**config.mk**
```make
export PLATFORM = sky130hd
export DESIGN_NAME = bcp_top
export DESIGN_NICKNAME = d
export VERILOG_FILES = /design/src/hdl/bcp_pkg.sv /design/src/hdl/bcp_sync.sv /design/src/hdl/bcp_top.sv
export VERILOG_INCLUDE_DIRS = /design/src /design/src/hdl
export SDC_FILE = /design/constraint.sdc
export NUM_CORES = 1
export LEC_CHECK = 0
export ABC_AREA = 1
export BUFFER_PORTS_ARGS = -buffer_cell sky130_fd_sc_hd__buf_4
export CORE_ASPECT_RATIO = 1.25
export CORE_MARGIN = 5
export CORE_UTILIZATION = 35
export DETAILED_ROUTE_END_ITERATION = 8
export MAX_ROUTING_LAYER = met4
export PLACE_DENSITY_LB_ADDON = 0.15
export SLEW_MARGIN = 20
export SYNTH_ARGS = -nofsm -noshare
export SYNTH_HDL_FRONTEND = slang
export SYNTH_SLANG_ARGS = --single-unit
```
**constraint.sdc**
```tcl
create_clock -name CLK -period 2.9 [get_ports CLK]
set_input_delay 0.58 -clock CLK [delete_from_list [all_inputs] [get_ports CLK]]
set_output_delay 0.58 -clock CLK [all_outputs]
set_load 0.02 [all_outputs]
```
**src/hdl/bcp_defines.svh**
```systemverilog
`ifndef BCP_DEFINES_SVH
`define BCP_DEFINES_SVH

// ---------------------------------------------------------------
// register byte addresses
// ---------------------------------------------------------------
`define BCP_ADDR_FLAGS 16'h1FF0
`define BCP_ADDR_CLOCK 16'h1FFC
`define BCP_ADDR_LATCH 16'h1FE0
`define BCP_ADDR_ALARM 16'h1FE4
`define BCP_ADDR_WDOG 16'h1FE8
`define BCP_ADDR_YEAR 16'h1FEC
`define BCP_ADDR_STAT 16'h1FD8
`define BCP_ADDR_MASK 16'h1FDC

// ---------------------------------------------------------------
// field positions
// ---------------------------------------------------------------
`define BCP_BL_BIT 4
`define BCP_FT_BIT 6
`define BCP_CEB_BIT 5
`define BCP_CB_BIT 4
`define BCP_DOW_MSB 2
`define BCP_WLATCH_BIT 7
`define BCP_RLATCH_BIT 6
`define BCP_AFE_BIT 7
`define BCP_ABE_BIT 5
`define BCP_WD_MSB 7
`define BCP_YEAR_MSB 6
`define BCP_EV_MSB 2
`define BCP_EV_BATT 0
`define BCP_EV_CENT 1
`define BCP_EV_PDN 2

// ---------------------------------------------------------------
// values
// ---------------------------------------------------------------
`define BCP_YEAR_LAST 7'h63
`define BCP_YEAR_FIRST 7'h00
`define BCP_WD_CLEAR 8'h00
`define BCP_RESP_OKAY 1'b0
`define BCP_SYNC_W 4

`endif

```
**src/hdl/bcp_pkg.sv**
```systemverilog
package bcp_pkg;
`include "bcp_defines.svh"

  // supply condition seen by the block
  typedef enum logic {
    BCP_BACKUP,
    BCP_POWERED
  } bcp_pwr_t;

  // whole state of the top module
  typedef struct packed {
    logic rdy;
    logic resp;
    logic [31:0] rdata;
    logic wr_pend;
    logic [15:0] wr_addr;
    bcp_pwr_t pwr;
    logic day;
    logic ny;
    logic bl;
    logic ft;
    logic ceb;
    logic cb;
    logic [`BCP_DOW_MSB:0] dow;
    logic wlatch;
    logic rlatch;
    logic afe;
    logic abe;
    logic [`BCP_WD_MSB:0] wd;
    logic [`BCP_YEAR_MSB:0] year;
    logic [`BCP_EV_MSB:0] sts;
    logic [`BCP_EV_MSB:0] msk;
    logic irq;
  } bcp_state_t;

endpackage

```
**src/hdl/bcp_sync.sv**
```systemverilog
`timescale 1ns/100ps
module bcp_sync #(
  parameter int WIDTH = 1
) (
  // clock and reset
  input wire logic clk,
  input wire logic rst_n,
  // levels
  input wire logic [WIDTH-1:0] d,
  output logic [WIDTH-1:0] q
);
  logic [WIDTH-1:0] meta_q;

  // two flip-flops; only the second stage is read outside
  always_ff @(posedge clk or negedge rst_n) begin
    if (!rst_n) begin
      meta_q <= '0;
      q <= '0;
    end else begin
      meta_q <= d;
      q <= meta_q;
    end
  end
endmodule

```
**src/hdl/bcp_top.sv**
```systemverilog
`timescale 1ns/100ps
`include "bcp_defines.svh"
module bcp_top
  import bcp_pkg::*;
(
  // clock and reset
  input wire logic CLK,
  input wire logic RST_N,
  // ahb-lite slave
  input wire logic HSEL,
  input wire logic [15:0] HADDR,
  input wire logic [1:0] HTRANS,
  input wire logic HWRITE,
  input wire logic [2:0] HSIZE,
  input wire logic [31:0] HWDATA,
  input wire logic HREADY,
  output logic HREADYOUT,
  output logic [31:0] HRDATA,
  output logic HRESP,
  // supply and timekeeping pins
  input wire logic PWR_GOOD,
  input wire logic BATT_BELOW,
  input wire logic DAY_ROLL,
  input wire logic YEAR_ROLL,
  // status outputs
  output logic IRQ,
  output logic BATT_LOW,
  output logic CENTURY
);
  import bcp_pkg::*;

  // ---------------------------------------------------------------
  // pin synchronisers
  // ---------------------------------------------------------------
  logic [`BCP_SYNC_W-1:0] pins_s;
  logic pg_s;
  logic batt_s;
  logic day_s;
  logic ny_s;

  bcp_sync #(.WIDTH(`BCP_SYNC_W)) u_sync (
    .clk(CLK),
    .rst_n(RST_N),
    .d({YEAR_ROLL, DAY_ROLL, BATT_BELOW, PWR_GOOD}),
    .q(pins_s)
  );

  // split synchronised pins
  assign pg_s = pins_s[0];
  assign batt_s = pins_s[1];
  assign day_s = pins_s[2];
  assign ny_s = pins_s[3];

  // ---------------------------------------------------------------
  // events
  // ---------------------------------------------------------------
  bcp_state_t s_q;
  bcp_state_t s_d;
  logic pwr_up;
  logic pwr_dn;
  logic day_ev;
  logic ny_ev;
  logic test_ev;
  logic wr_ok;
  logic wr_clk;
  logic acc;

  // supply edges, rollover edges and battery test trigger
  assign pwr_up = (s_q.pwr == BCP_BACKUP) && pg_s;
  assign pwr_dn = (s_q.pwr == BCP_POWERED) && !pg_s;
  assign day_ev = day_s && !s_q.day;
  assign ny_ev = ny_s && !s_q.ny;
  assign test_ev = pwr_up || (day_ev && (s_q.pwr == BCP_POWERED) && pg_s);
  // writes only land while main power is good
  assign wr_ok = s_q.wr_pend && (s_q.pwr == BCP_POWERED) && pg_s;
  assign wr_clk = wr_ok && (s_q.wr_addr == `BCP_ADDR_CLOCK);
  assign acc = HSEL && HTRANS[1] && HREADY;

  // ---------------------------------------------------------------
  // register read mux
  // ---------------------------------------------------------------
  function automatic logic [31:0] bcp_read(input bcp_state_t st, input logic [15:0] a);
    logic [31:0] r;
    r = '0;
    case ({a[15:2], 2'b00})
      `BCP_ADDR_FLAGS: r[`BCP_BL_BIT] = st.bl;
      `BCP_ADDR_CLOCK: begin
        r[`BCP_FT_BIT] = st.ft;
        r[`BCP_CEB_BIT] = st.ceb;
        r[`BCP_CB_BIT] = st.cb;
        r[`BCP_DOW_MSB:0] = st.dow;
      end
      `BCP_ADDR_LATCH: begin
        r[`BCP_WLATCH_BIT] = st.wlatch;
        r[`BCP_RLATCH_BIT] = st.rlatch;
      end
      `BCP_ADDR_ALARM: begin
        r[`BCP_AFE_BIT] = st.afe;
        r[`BCP_ABE_BIT] = st.abe;
      end
      `BCP_ADDR_WDOG: r[`BCP_WD_MSB:0] = st.wd;
      `BCP_ADDR_YEAR: r[`BCP_YEAR_MSB:0] = st.year;
      `BCP_ADDR_STAT: r[`BCP_EV_MSB:0] = st.sts;
      `BCP_ADDR_MASK: r[`BCP_EV_MSB:0] = st.msk;
      default: r = '0; // unmapped reads zero
    endcase
    return r;
  endfunction

  // ---------------------------------------------------------------
  // next state
  // ---------------------------------------------------------------
  always_comb begin
    logic [`BCP_EV_MSB:0] ev;
    ev = '0;
    s_d = s_q;
    s_d.day = day_s;
    s_d.ny = ny_s;
    s_d.rdy = 1'b1;
    s_d.resp = `BCP_RESP_OKAY;

    // supply state machine with default values
    unique case (s_q.pwr)
      BCP_BACKUP: begin
        if (pg_s) begin
          s_d.pwr = BCP_POWERED;
          s_d.wlatch = 1'b0;
          s_d.rlatch = 1'b0;
          s_d.ft = 1'b0;
          s_d.afe = 1'b0;
          s_d.abe = 1'b0;
          s_d.wd = `BCP_WD_CLEAR;
        end
      end
      BCP_POWERED: begin
        if (!pg_s) begin
          s_d.pwr = BCP_BACKUP;
          s_d.wlatch = 1'b0;
          s_d.rlatch = 1'b0;
          s_d.ft = 1'b0;
          s_d.wd = `BCP_WD_CLEAR;
          ev[`BCP_EV_PDN] = 1'b1;
        end
      end
    endcase

    // battery test result replaces the flag
    if (test_ev) begin
      s_d.bl = batt_s;
      ev[`BCP_EV_BATT] = batt_s;
    end

    // register writes in the data phase
    if (wr_ok) begin
      case ({s_q.wr_addr[15:2], 2'b00})
        `BCP_ADDR_CLOCK: begin
          s_d.ft = HWDATA[`BCP_FT_BIT];
          s_d.ceb = HWDATA[`BCP_CEB_BIT];
          s_d.dow = HWDATA[`BCP_DOW_MSB:0];
          if (s_q.wlatch) begin
            s_d.cb = HWDATA[`BCP_CB_BIT];
          end
        end
        `BCP_ADDR_LATCH: begin
          s_d.wlatch = HWDATA[`BCP_WLATCH_BIT];
          s_d.rlatch = HWDATA[`BCP_RLATCH_BIT];
        end
        `BCP_ADDR_ALARM: begin
          s_d.afe = HWDATA[`BCP_AFE_BIT];
          s_d.abe = HWDATA[`BCP_ABE_BIT];
        end
        `BCP_ADDR_WDOG: s_d.wd = HWDATA[`BCP_WD_MSB:0];
        `BCP_ADDR_YEAR: s_d.year = HWDATA[`BCP_YEAR_MSB:0];
        `BCP_ADDR_STAT: s_d.sts = s_q.sts & ~HWDATA[`BCP_EV_MSB:0];
        `BCP_ADDR_MASK: s_d.msk = HWDATA[`BCP_EV_MSB:0];
        default: s_d.sts = s_d.sts; // unmapped writes ignored
      endcase
    end

    // year advance; century turn is the wrap to zero
    if (ny_ev) begin
      if (s_q.year == `BCP_YEAR_LAST) begin
        s_d.year = `BCP_YEAR_FIRST;
        if (s_q.ceb) begin
          s_d.cb = ~s_q.cb;
          ev[`BCP_EV_CENT] = 1'b1;
        end else begin
          s_d.cb = s_q.cb;
        end
      end else begin
        s_d.year = s_q.year + 7'h01;
      end
    end

    // sticky status: a new event wins over a clear
    s_d.sts = s_d.sts | ev;

    // address phase: capture writes, prepare read data
    s_d.wr_pend = acc && HWRITE;
    if (acc) begin
      s_d.wr_addr = HADDR;
    end
    if (acc && !HWRITE) begin
      s_d.rdata = bcp_read(s_d, HADDR); // read sees a write still in flight
    end

    // level interrupt
    s_d.irq = |(s_d.sts & s_d.msk);
  end

  // ---------------------------------------------------------------
  // state register
  // ---------------------------------------------------------------
  always_ff @(posedge CLK or negedge RST_N) begin
    if (!RST_N) begin
      s_q <= '0;
      s_q.rdy <= 1'b1;
    end else begin
      s_q <= s_d;
    end
  end

  // outputs straight from flip-flops
  assign HREADYOUT = s_q.rdy;
  assign HRDATA = s_q.rdata;
  assign HRESP = s_q.resp;
  assign IRQ = s_q.irq;
  assign BATT_LOW = s_q.bl;
  assign CENTURY = s_q.cb;
endmodule
```
Word-level counts from Yosys, hierarchy flattened
Index checks and enable logic that the tools add are counted.
Operators by class
  $add $sub $neg: 1
  equality and inequality tests: 16
  multiplexer cells: 37
  bitwise logic cells: 6
  reduce and logical (&&, ||, !) cells: 16
Operators by type and width (number)
  equality test 14 x 11 -> 1 bit (second input constant): 15
  two-way mux 31 bit: 1
  two-way mux 7 bit: 3
  two-way mux 8 bit: 2
  one-hot mux 8 bit (2 select lines): 1
  one-hot mux 3 bit (5 select lines): 1
  two-way mux 1 bit: 14
  two-way mux 12 bit: 1
  one-hot mux 1 bit (4 select lines): 3
  logical AND 1 bit: 11
  two-way mux 2 bit: 4
  adder 7 x 1 -> 7 bit (second input constant): 1
  equality test 7 bit (second input constant): 1
  bitwise AND 3 bit: 2
  two-way mux 3 bit: 2
  two-way mux 6 bit: 1
  one-hot mux 1 bit (2 select lines): 2
  one-hot mux 2 bit (2 select lines): 1
  zero test 1 bit: 3
  NOT 3 bit: 1
  OR 3 bit: 1
  one-hot mux 1 bit (3 select lines): 1
  OR reduction 3 bit: 1
  NOT 1 bit: 2
  logical OR 1 bit: 1
Storage, ports and cells
  bits in registers: 69
  output and inout bits: 37
  logic and storage cells: 98

Depth between registers and ports, before layout
Gate-level depths: netlist of run 1.
  depth after elaboration: 9
  mapped depth: 14
  mapped depth without buffers: 14

By module
Synthesis of run 1 repeated with hierarchy kept, for this count alone.
Unflattened totals
  cells, all modules: 482
  area total of the unflattened synthesis: 3766.1 µm²
Modules (own cells, without submodules)
  bcp_top: instances 1, cells an instance 474, area each 3565.9 µm²
  bcp_sync: instances 1, cells an instance 8, area each 200.2 µm²

Worst setup path after synthesis of run 1
Ideal clock, no wire load.
  path type: input -> register
  start point: input port HADDR[13]
  end point: register s_q (netlist bit HRDATA[1])
  library setup time: 0.066 ns
  arrival time: 1.604 ns
  path slack: 1.230 ns
  stages: 11
  buffers on the path: 0
  cells stage by stage: inv_1 > nand2_1 > nor3_2 > inv_1 > nor2_2 > nor2_1 > nand3_1 > o21ai_1 > inv_1 > nand2_1 > nand2_1
Between the ends
  longest elaborated chain between the ends: 2
RTL lines
  start, declared: RTL line bcp_top.sv:11  | input wire logic [15:0] HADDR,
  equality test 14 x 11 -> 1 bit: RTL line bcp_top.sv:85  | case ({a[15:2], 2'b00})
  one-hot mux 3 bit (5 select lines) (*): RTL line bcp_top.sv:85
  end, declared: RTL line bcp_top.sv:57  | bcp_state_t s_q;
Every way passes the cells marked *; elsewhere a longest branch is shown, timed or not.
A chain may end at the register's enable or synchronous reset.

Worst setup path in the final report of run 1
  start point: register s_q[51] in the netlist's numbering
  end point: register s_q (netlist bit HRDATA[2])
Between the ends
  longest elaborated chain between the ends: 5
RTL lines
  equality test 14 x 11 -> 1 bit: RTL line bcp_top.sv:155  | case ({s_q.wr_addr[15:2], 2'b00})
  two-way mux 3 bit or two-way mux 7 bit (tied branches): RTL line bcp_top.sv:155
  two-way mux 31 bit (*): RTL line bcp_top.sv:154  | if (wr_ok) begin
  OR 3 bit or two-way mux 7 bit (tied branches): RTL line bcp_top.sv:196, bcp_top.sv:181
  one-hot mux 3 bit (5 select lines) (*): RTL line bcp_top.sv:85
Marks and branches as above.

==> results.ini, run 1 <==
[sta]
timing.final.ws_setup_ns = 0.9555
worstMarginPinSlew_ns = 0.8684
max_freq_mhz = 514.3
fin_setup_tns_ns = 0
finalHoldViolations = 0
rsz0062_at_grt = false
relSlewSlack_pct = 42.11
drv_slew = 0
fin_crit_sh_pct = 67.05
period_needed_ns = 1.945
setup_viol = 0
fin_worst_skew_ns = 0.008366

[die]
io_pins = 99
fp.dieW_um = 103.9
core-area_um2 = 10670
die_h_um = 127.3
num_rows = 42
die_area_um2 = 13220
initial_core_util_pct = 36.12

[routing]
avgRoutedWirePerCell_um = 14.05
drt_iter0_drc = 169
avgViaCountPerCell = 4.597
ant_nets = 0
wl_um = 9509
drc = 0
vias = 3112
drt-pass1-iter-count = 4

[logic_synthesis]
synth_seq_cells = 67
synth_area_per_cell_um2 = 7.661
ys_seq_area_share_pct = 43.51
yosysWarnings = 0
syn_area_um2 = 3854
synth_cell_type_count = 38
syn_inst = 503

[hold_path]
holdPathStages = 0
hold_path_end = u_sync.q[0]
min_path_type = reg2reg
hp-start = u_sync.meta_q[0]

[clock_network]
cts-root-buf = clkbuf_16
clock_path_buffers = 2
clkLatencyLatePin_ns = 0.33
cts_htree_levels = 3
path_clk_slew_ns = 0.05
ctsResizeCount = 0
cts_hold_buf = 0
clock_sinks = 67
tritoncts = done
post-cts-setup-buffers = 0
cts_buffers = 9

[grt]
grt_pass1_wl_um = 15690
grt_overflow = 0
grt_max_degree = 68
antenna_found_initial = 0
grt_usage_pct = 15.26
grt_pass1_vias = 3221

[power_and_ir_drop]
share_seq_of_total_power_pct = 42.6
switching_share_pct = 28.10
internal_power_mw = 1.868
combPwrFrac_pct = 16.4
clock_power_share_pct = 41.0
ir_drop_mv = 0.2557
switchingPower_uw = 730.2
leakagePower_nw = 2.352
power.density_nw_per_um2 = 587.3

[finish]
fin_nets = 605
final_cells = 677
diodes = 0
drive_gt1_share_pct = 18.17
syn2layout_area_growth_pct = 14.81
nFillCells = 1110

[critical_path]
r2r_start = s_q[51]
worst-setup-path-type = reg2reg
required_ns = 3.11
cp-start-kind = flop
reg2reg_slack_ns = 0.96
worstPathArrival_ns = 2.16
crit_fanout = 6
end_kind = flop
reg2reg_depth = 10
reg2reg_to = HRDATA[2]

[run]
drv_cap = 0

[outcome]
outcome = completed

[placed_design]
place.detailed.hpwl_um = 7389
gp_congestion = 0.8344
portBuffers = 42
numPlacedInstances = 663
preCtsSetupSlack_ns = 0.7650

kinds of logic (layout without fill, tap and decap cells):
kind of cell,Yosys count,after routing,share of synthesized area (%)
simple gates,280,280,34.35
buf+inv,107,125,14.16
flops,67,67,43.51
compound gates,42,42,6.558
xor+xnor,4,4,0.9093
other cells,2,26,0.1949
fa+ha+maj,1,1,0.3246
critical path, cell delays in order (launching register included):
cell and delay (ns):
dfrtp_1 0.37, nor2_1 0.19, nand3_4 0.17, nor2_4 0.23, nand2_2 0.17, o21ai_1 0.32
nor2_1 0.07, nor2_1 0.11, nand3_1 0.07, nand2_1 0.07, nand2_1 0.05
layer usage:
metal | wire (um) | vias up | GRT usage, % | part of all wire, %
li1 | - | 1593 | - | -
met5 | 0 | - | - | 0
met4 | 189 | 0 | 5.945 | 2.0
met1 | 4059 | 1441 | 17.83 | 43
met3 | 323 | 9 | 2.775 | 3.4
met2 | 4938 | 69 | 26.13 | 52
worst max-delay path by stage:
stage,end,from,slack (ns)
finish,HRDATA[2],s_q[51],0.96
global route,HRDATA[2],s_q[51],0.80
CTS,HRDATA[2],s_q[51],0.93
detailed placement,HRDATA[1],HADDR[13],0.77
global placement,HRDATA[1],HADDR[13],0.76
floorplan,HRDATA[1],HADDR[13],1.23
Yosys cell counts (all sizes together):
| cell | count | share of area, % |
|---|---|---|
| nor2 | 56 | 7.3 |
| clkbuf | 3 | 0.29 |
| o21ai | 24 | 3.8 |
| o21a | 2 | 0.39 |
| xor2 | 2 | 0.45 |
| nor4 | 1 | 0.16 |
| a31oi | 4 | 0.65 |
| xnor2 | 2 | 0.45 |
| inv | 67 | 6.5 |
| a21oi | 11 | 1.5 |
| o211ai | 1 | 0.19 |
| buf | 36 | 7.2 |
| nand3 | 56 | 8.5 |
| and3 | 1 | 0.16 |
| nor3 | 4 | 0.65 |
| ha | 1 | 0.32 |
| dfrtp | 67 | 44 |
| nand3b | 1 | 0.19 |
| clkinv | 1 | 0.097 |
| nand2 | 149 | 15 |
| and2 | 6 | 1.0 |
| conb | 2 | 0.19 |
| nand4 | 6 | 0.97 |
state kept, by name, summed over array words and instances, names as in the netlist:
| signal | flops |
|---|---|
| u_sync.meta_q | 4 |
| s_q | 48 |
| CENTURY | 1 |
| BATT_LOW | 1 |
| HRDATA | 8 |
| IRQ | 1 |
| u_sync.q | 4 |
stage by stage:
stage	cell area (um2)	power (mW)	utilization, %	hold WS, ns
final	4424	2.598	41.47	0.3442
after global routing	4424	2.746	41.47	0.3431
after floorplan	3944	1.443	-	0.2844
after detailed placement	4141	1.553	38.82	0.3355
after CTS	4424	2.631	41.47	0.3473
after global placement	4141	1.545	38.82	0.3334
cells in the final DEF, fill, tap and decap left out, types with 9 or more instances in the layout:
cell type  instances
buf_4             43
nor2_2             9
nand2_1          141
inv_1             63
nand3_1           48
conb_1            26
nor2_1            43
o21ai_0           10
clkbuf_16          9
dfrtp_1           67
a21oi_1           10
area by class of cell:
class	instances	area (um2)	area share (%)
repair buffers	43	322.8	7.296
clock buffers	11	242.7	5.486
clock inverters	3	40.04	0.9050
well taps	132	165.2	3.733
inverters	68	255.2	5.769
multi-input cells	353	1722	38.91
flip-flops and latches	67	1677	37.90
power by group through the flow:
stage / registers [mW] / clock network (mW) / logic (mW)
after floorplan: 1.12 / 0 / 0.327
after global placement: 1.12 / 0 / 0.422
after detailed placement: 1.12 / 0 / 0.430
after CTS: 1.11 / 1.09 / 0.432
after global routing: 1.12 / 1.13 / 0.490
final: 1.11 / 1.06 / 0.427
Note: power is estimated with default switching activity, not from simulation.
==> run 2: changes to the inputs <==
==> constraint.sdc (replaced) <==
create_clock -name CLK -period 2 [get_ports CLK]
set_input_delay 0.4 -clock CLK [delete_from_list [all_inputs] [get_ports CLK]]
set_output_delay 0.4 -clock CLK [all_outputs]
set_load 0.02 [all_outputs]
==> run 2 against run 1 <==
Worst setup slack worse by 0.78 ns. Worst hold slack worse by 0.17 ns. Design area up 2.7%. Critical path depth up 1. Count of clock-buffer cells in the layout unchanged. Sequential power up 45%. Cell count up 2.1%. Via count up 1.4%. Combinational power up 48%. Register-to-register slack worse by 0.78 ns. Die area unchanged. Sequential share of layout area down 1.0 points.
==> results.ini, run 2 (synthesis gave the netlist of run 1 again) <==
[outcome]
outcome = completed

[sta]
timing.final.ws_setup_ns = 0.1750
fin_setup_tns_ns = 0
fin_crit_sh_pct = 91.25
fin_worst_skew_ns = 0.006189
period_needed_ns = 1.825
max_freq_mhz = 547.9
setup_viol = 0
finalHoldViolations = 0
drv_slew = 0
rsz0062_at_grt = false
whs_ns = 0.1770

[finish]
final_cell_mix = nand2_1, dfrtp_1, inv_1
final_common_cell = nand2_1
multi_input_area_um2 = 1724
drive_gt1_share_pct = 20.21
regArea_um2 = 1677
largest_reg_flops = 48
fin_util_pct = 42.60
syn2layout_area_growth_pct = 17.92
fin_area_um2 = 4544
nFillCells = 1107
final_cells = 691
largest-register = s_q
fin_nets = 617
diodes = 0

[grt]
met2_usage_pct = 25.26
grt_overflow = 0
grt_max_degree = 39
gr-usage-met3_pct = 3.078
antenna_found_initial = 0
grt_usage_pct = 15.05
grt_use_met1_pct = 17.52
grt_pass1_vias = 3112
grt_pass1_wl_um = 15320
grt-busiest-layer = met2

[placed_design]
gp_congestion = 0.8209
numPlacedInstances = 670
portBuffers = 42
dpl_cell_area_um2 = 4207
preCtsSetupSlack_ns = 0.03221
place.detailed.hpwl_um = 7587

[die]
die_area_um2 = 13220
core-area_um2 = 10670
fp.dieW_um = 103.9
io_pins = 99
num_rows = 42
initial_core_util_pct = 36.12
die_h_um = 127.3

[critical_path]
worstPathBufferInverterCount = 1
end_kind = flop
cp-start-kind = flop
worst-setup-path-type = reg2reg
crit_fanout = 12
worst_path_largest_cell_delay_ns = 0.39
worstPathArrival_ns = 2.04
cp_cell_sequence = nor2_2 > nand3_4 > nor2_8 > buf_4 > nand3_2 > nand3_2 > nand2_1 > nor2_1 > nand3_1 > nand2_1 > nand2_1
crit_slowest_cell = dfrtp_1
required_ns = 2.22
critical-path-top-delay-family = simple AND/OR/NAND/NOR gates
cp_common_cell = nand2_1

[clock_network]
tritoncts = done
path_clk_slew_ns = 0.06
clkLatencyLatePin_ns = 0.33
cts_buffers = 9
clock_path_buffers = 2
cts_htree_levels = 3
clock_sinks = 67
cts-root-buf = clkbuf_16

[power_and_ir_drop]
finalPower_mw = 3.817
ir_drop_mv = 0.4200
power.density_nw_per_um2 = 839.9
leakagePower_nw = 2.422

[run]
drv_cap = 0

[routing]
ant_nets = 0
drt-pass1-iter-count = 4
avgRoutedWirePerCell_um = 13.94
drt_iter0_drc = 153
drc = 0
avgViaCountPerCell = 4.567
vias = 3156
wl_um = 9633

[hold_path]
min_path_type = in2reg

[run 2: final cells by class]
class / instances / share of cell area, %
clock inverter: 5 / 1.156
tap: 132 / 3.634
sequential: 67 / 36.89
inverter: 68 / 5.617
timing repair buffer: 55 / 9.416
multi-input combinational: 353 / 37.94
clock buffer: 11 / 5.341
[run 2: worst reg2reg max path, cell delays in order, from the launching register on]
cell and delay, ns:
dfrtp_1 0.39, nor2_2 0.16, nand3_4 0.16, nor2_8 0.28, buf_4 0.17, nand3_2 0.07, nand3_2 0.08, nand2_1 0.08
nor2_1 0.13, nand3_1 0.08, nand2_1 0.07, nand2_1 0.05
[run 2: path summary, 6_finish.rpt]
check                                 startpoint                to  slack, ns  cells after the start
worst max-delay path                     s_q[51]         HRDATA[1]       0.17                     11
worst min-delay path                    DAY_ROLL  u_sync.meta_q[2]       0.18                      1
worst max register to register           s_q[51]         HRDATA[1]       0.17                     11
worst min register to register  u_sync.meta_q[1]       u_sync.q[1]       0.34                      0
max in group asynchronous                  RST_N            s_q[6]       0.92                      3
min in group asynchronous                  RST_N          BATT_LOW       0.54                      2
[run 2: metal layers]
metal  up-vias  routed length (um)
met1      1442                4120
met4         0                 309
li1       1625                   -
met3        16                 357
met5         -                   0
met2        73                4845
[run 2: where the power goes]
group	total [mW]	internal [mW]	switching (mW)	leakage, nW
combinational	0.631	0.241	0.390	1.45
sequential	1.61	1.49	0.115	0.825
clock	1.58	0.992	0.584	0.145
[run 2: repair_timing]
action / CTS / global route
hold buffers: 1 / 0
resized for setup: 0 / 1
setup endpoints to repair: 0 / 3
setup buffers: 0 / 4
endpoints found under the hold margin: 2 / 0
==> run 3: changes to the inputs <==
--- a/config.mk
+++ b/config.mk
@@ -11,6 +11,7 @@
 export CORE_ASPECT_RATIO = 1.25
 export CORE_MARGIN = 5
 export CORE_UTILIZATION = 35
+export CTS_BUF_LIST = sky130_fd_sc_hd__clkbuf_4
 export DETAILED_ROUTE_END_ITERATION = 8
 export MAX_ROUTING_LAYER = met4
 export PLACE_DENSITY_LB_ADDON = 0.15
==> run 3 against run 2 <==
Design area decreased by 3.4%. Via count is 0.41% higher. Count of clock-buffer cells in the layout down 1. Sequential power barely moved. Clock skew rose by 0.010 ns. Die area stayed put. Combinational power about the same. Critical path type unchanged. Worst hold slack lost 0.10 ns. Register-to-register slack about the same.
==> results.ini, run 3 (synthesis gave the netlist of run 1 again) <==
[placed_design]
gp_congestion = 0.8209
place.detailed.hpwl_um = 7587
portBuffers = 42
numPlacedInstances = 670
dpl_cell_area_um2 = 4207

[routing]
drc = 0
avgRoutedWirePerCell_um = 14.01
ant_nets = 0
drt-pass1-iter-count = 5
wl_um = 9698
wl_met1_um = 4179
vias = 3169
met3WireLength_um = 345
topRoutingLayerUsed = met4
wl_met2_um = 4945
drt_iter0_drc = 161
avgViaCountPerCell = 4.579

[finish]
drive_gt1_share_pct = 20.36
final_common_cell = nand2_1
nFillCells = 1131
fin_util_pct = 41.17
fin_area_um2 = 4392
largest_reg_flops = 48
syn2layout_area_growth_pct = 13.96
diodes = 0
final_cell_mix = nand2_1, dfrtp_1, inv_1
final_cells = 692
largest-register = s_q
fin_nets = 618

[die]
num_rows = 42
initial_core_util_pct = 36.12
die_h_um = 127.3
die_area_um2 = 13220
io_pins = 99
fp.dieW_um = 103.9
core-area_um2 = 10670

[grt]
antenna_found_initial = 0
grt_usage_pct = 14.96
grt_overflow = 0
grt_max_degree = 39
grt_pass1_vias = 3094
grt_pass1_wl_um = 15240

[sta]
rsz0062_at_grt = false
fin_setup_tns_ns = 0
drv_slew = 0
max_freq_mhz = 549.7
fin_worst_skew_ns = 0.01650
period_needed_ns = 1.819
finalHoldViolations = 0
fin_crit_sh_pct = 90.95
setup_viol = 0

[power_and_ir_drop]
power.density_nw_per_um2 = 713.3
ir_drop_mv = 0.3056
leakagePower_nw = 2.351
finalPower_mw = 3.133

[run]
drv_cap = 0

[clock_network]
clock_path_buffers = 2
cts_buffers = 9
tritoncts = done
clkLatencyLatePin_ns = 0.42
path_clk_slew_ns = 0.12
cts_htree_levels = 3
cts-root-buf = clkbuf_4
clock_sinks = 67

[critical_path]
required_ns = 2.32
reg2reg_slack_ns = 0.18
startpoint = s_q[51]
crit_fanout = 6
r2r_start = s_q[51]
worst-setup-path-type = reg2reg
worstPathArrival_ns = 2.14
cp-start-kind = flop
end_kind = flop

[hold_path]
hp-start = DAY_ROLL
min_path_type = in2reg

[outcome]
outcome = completed

-- run 3: cell count changes in the layout (fill, tap and decap cells not counted) --
cell and change:
clkinv_1 +1, clkbuf_4 +10, o21ai_1 +1, clkbuf_16 -9, o21ai_0 -1, clkbuf_8 -1, nor2_4 +1, clkbuf_1 -1
-- run 3: where the power goes --
| group | switching, mW | total, mW | internal, mW | leakage, nW |
|---|---|---|---|---|
| Clock | 0.512 | 0.897 | 0.385 | 0.0736 |
| Sequential | 0.114 | 1.60 | 1.49 | 0.825 |
| Combinational | 0.390 | 0.632 | 0.241 | 1.45 |
| Total | 1.02 | 3.13 | 2.12 | 2.35 |
-- run 3: layout make-up --
type / count / area (um2) / share of cell area (%)
multi-input combinational: 354 / 1735 / 39.52
sequential: 67 / 1677 / 38.18
timing repair buffer: 55 / 427.9 / 9.744
inverter: 68 / 255.2 / 5.812
tap: 132 / 165.2 / 3.761
clock buffer: 10 / 75.07 / 1.709
clock inverter: 6 / 56.30 / 1.282
-- run 3: worst paths after layout --
check / end / cells past startpoint
worst max-delay path: HRDATA[4] / 10
worst min-delay path: u_sync.meta_q[2] / 1
worst max register to register: HRDATA[4] / 10
worst min register to register: u_sync.q[1] / 0
max in group asynchronous: s_q[6] / 3
min in group asynchronous: u_sync.q[1] / 2
-- run 3: timing repair --
item,4_1_cts,5_1_grt
gates resized for setup,0,2
hold buffers,1,0
endpoints found under the setup margin,0,3
endpoints found under the hold margin,29,0
setup buffers,0,4
-- run 3: metal layers --
layer	track usage, %	up-vias
met5	-	-
met1	17.46	1457
met4	6.250	0
met3	2.523	17
met2	25.56	72
li1	-	1623
-- run 3: worst max-delay path: stages, from the launching register on --
cell and delay (ns):
dfrtp_1 0.41, nor2_2 0.16, nand3_4 0.19, nor2_1 0.17, nand2_2 0.13, nand2_1 0.08, nand2_1 0.06, a21oi_1 0.23
nand3_1 0.15, nand2_1 0.08, nand2_1 0.04
-- run 3: stage by stage --
| step | setup WS (ns) | hold slack, ns |
|---|---|---|
| after floorplan | 0.4719 | 0.1044 |
| after detailed placement | 0.03221 | 0.3347 |
| after global routing | 0.01852 | 0.05118 |
| after CTS | 0.1013 | 0.04913 |
| final | 0.1810 | 0.07671 |
| after global placement | 0.04272 | 0.3343 |
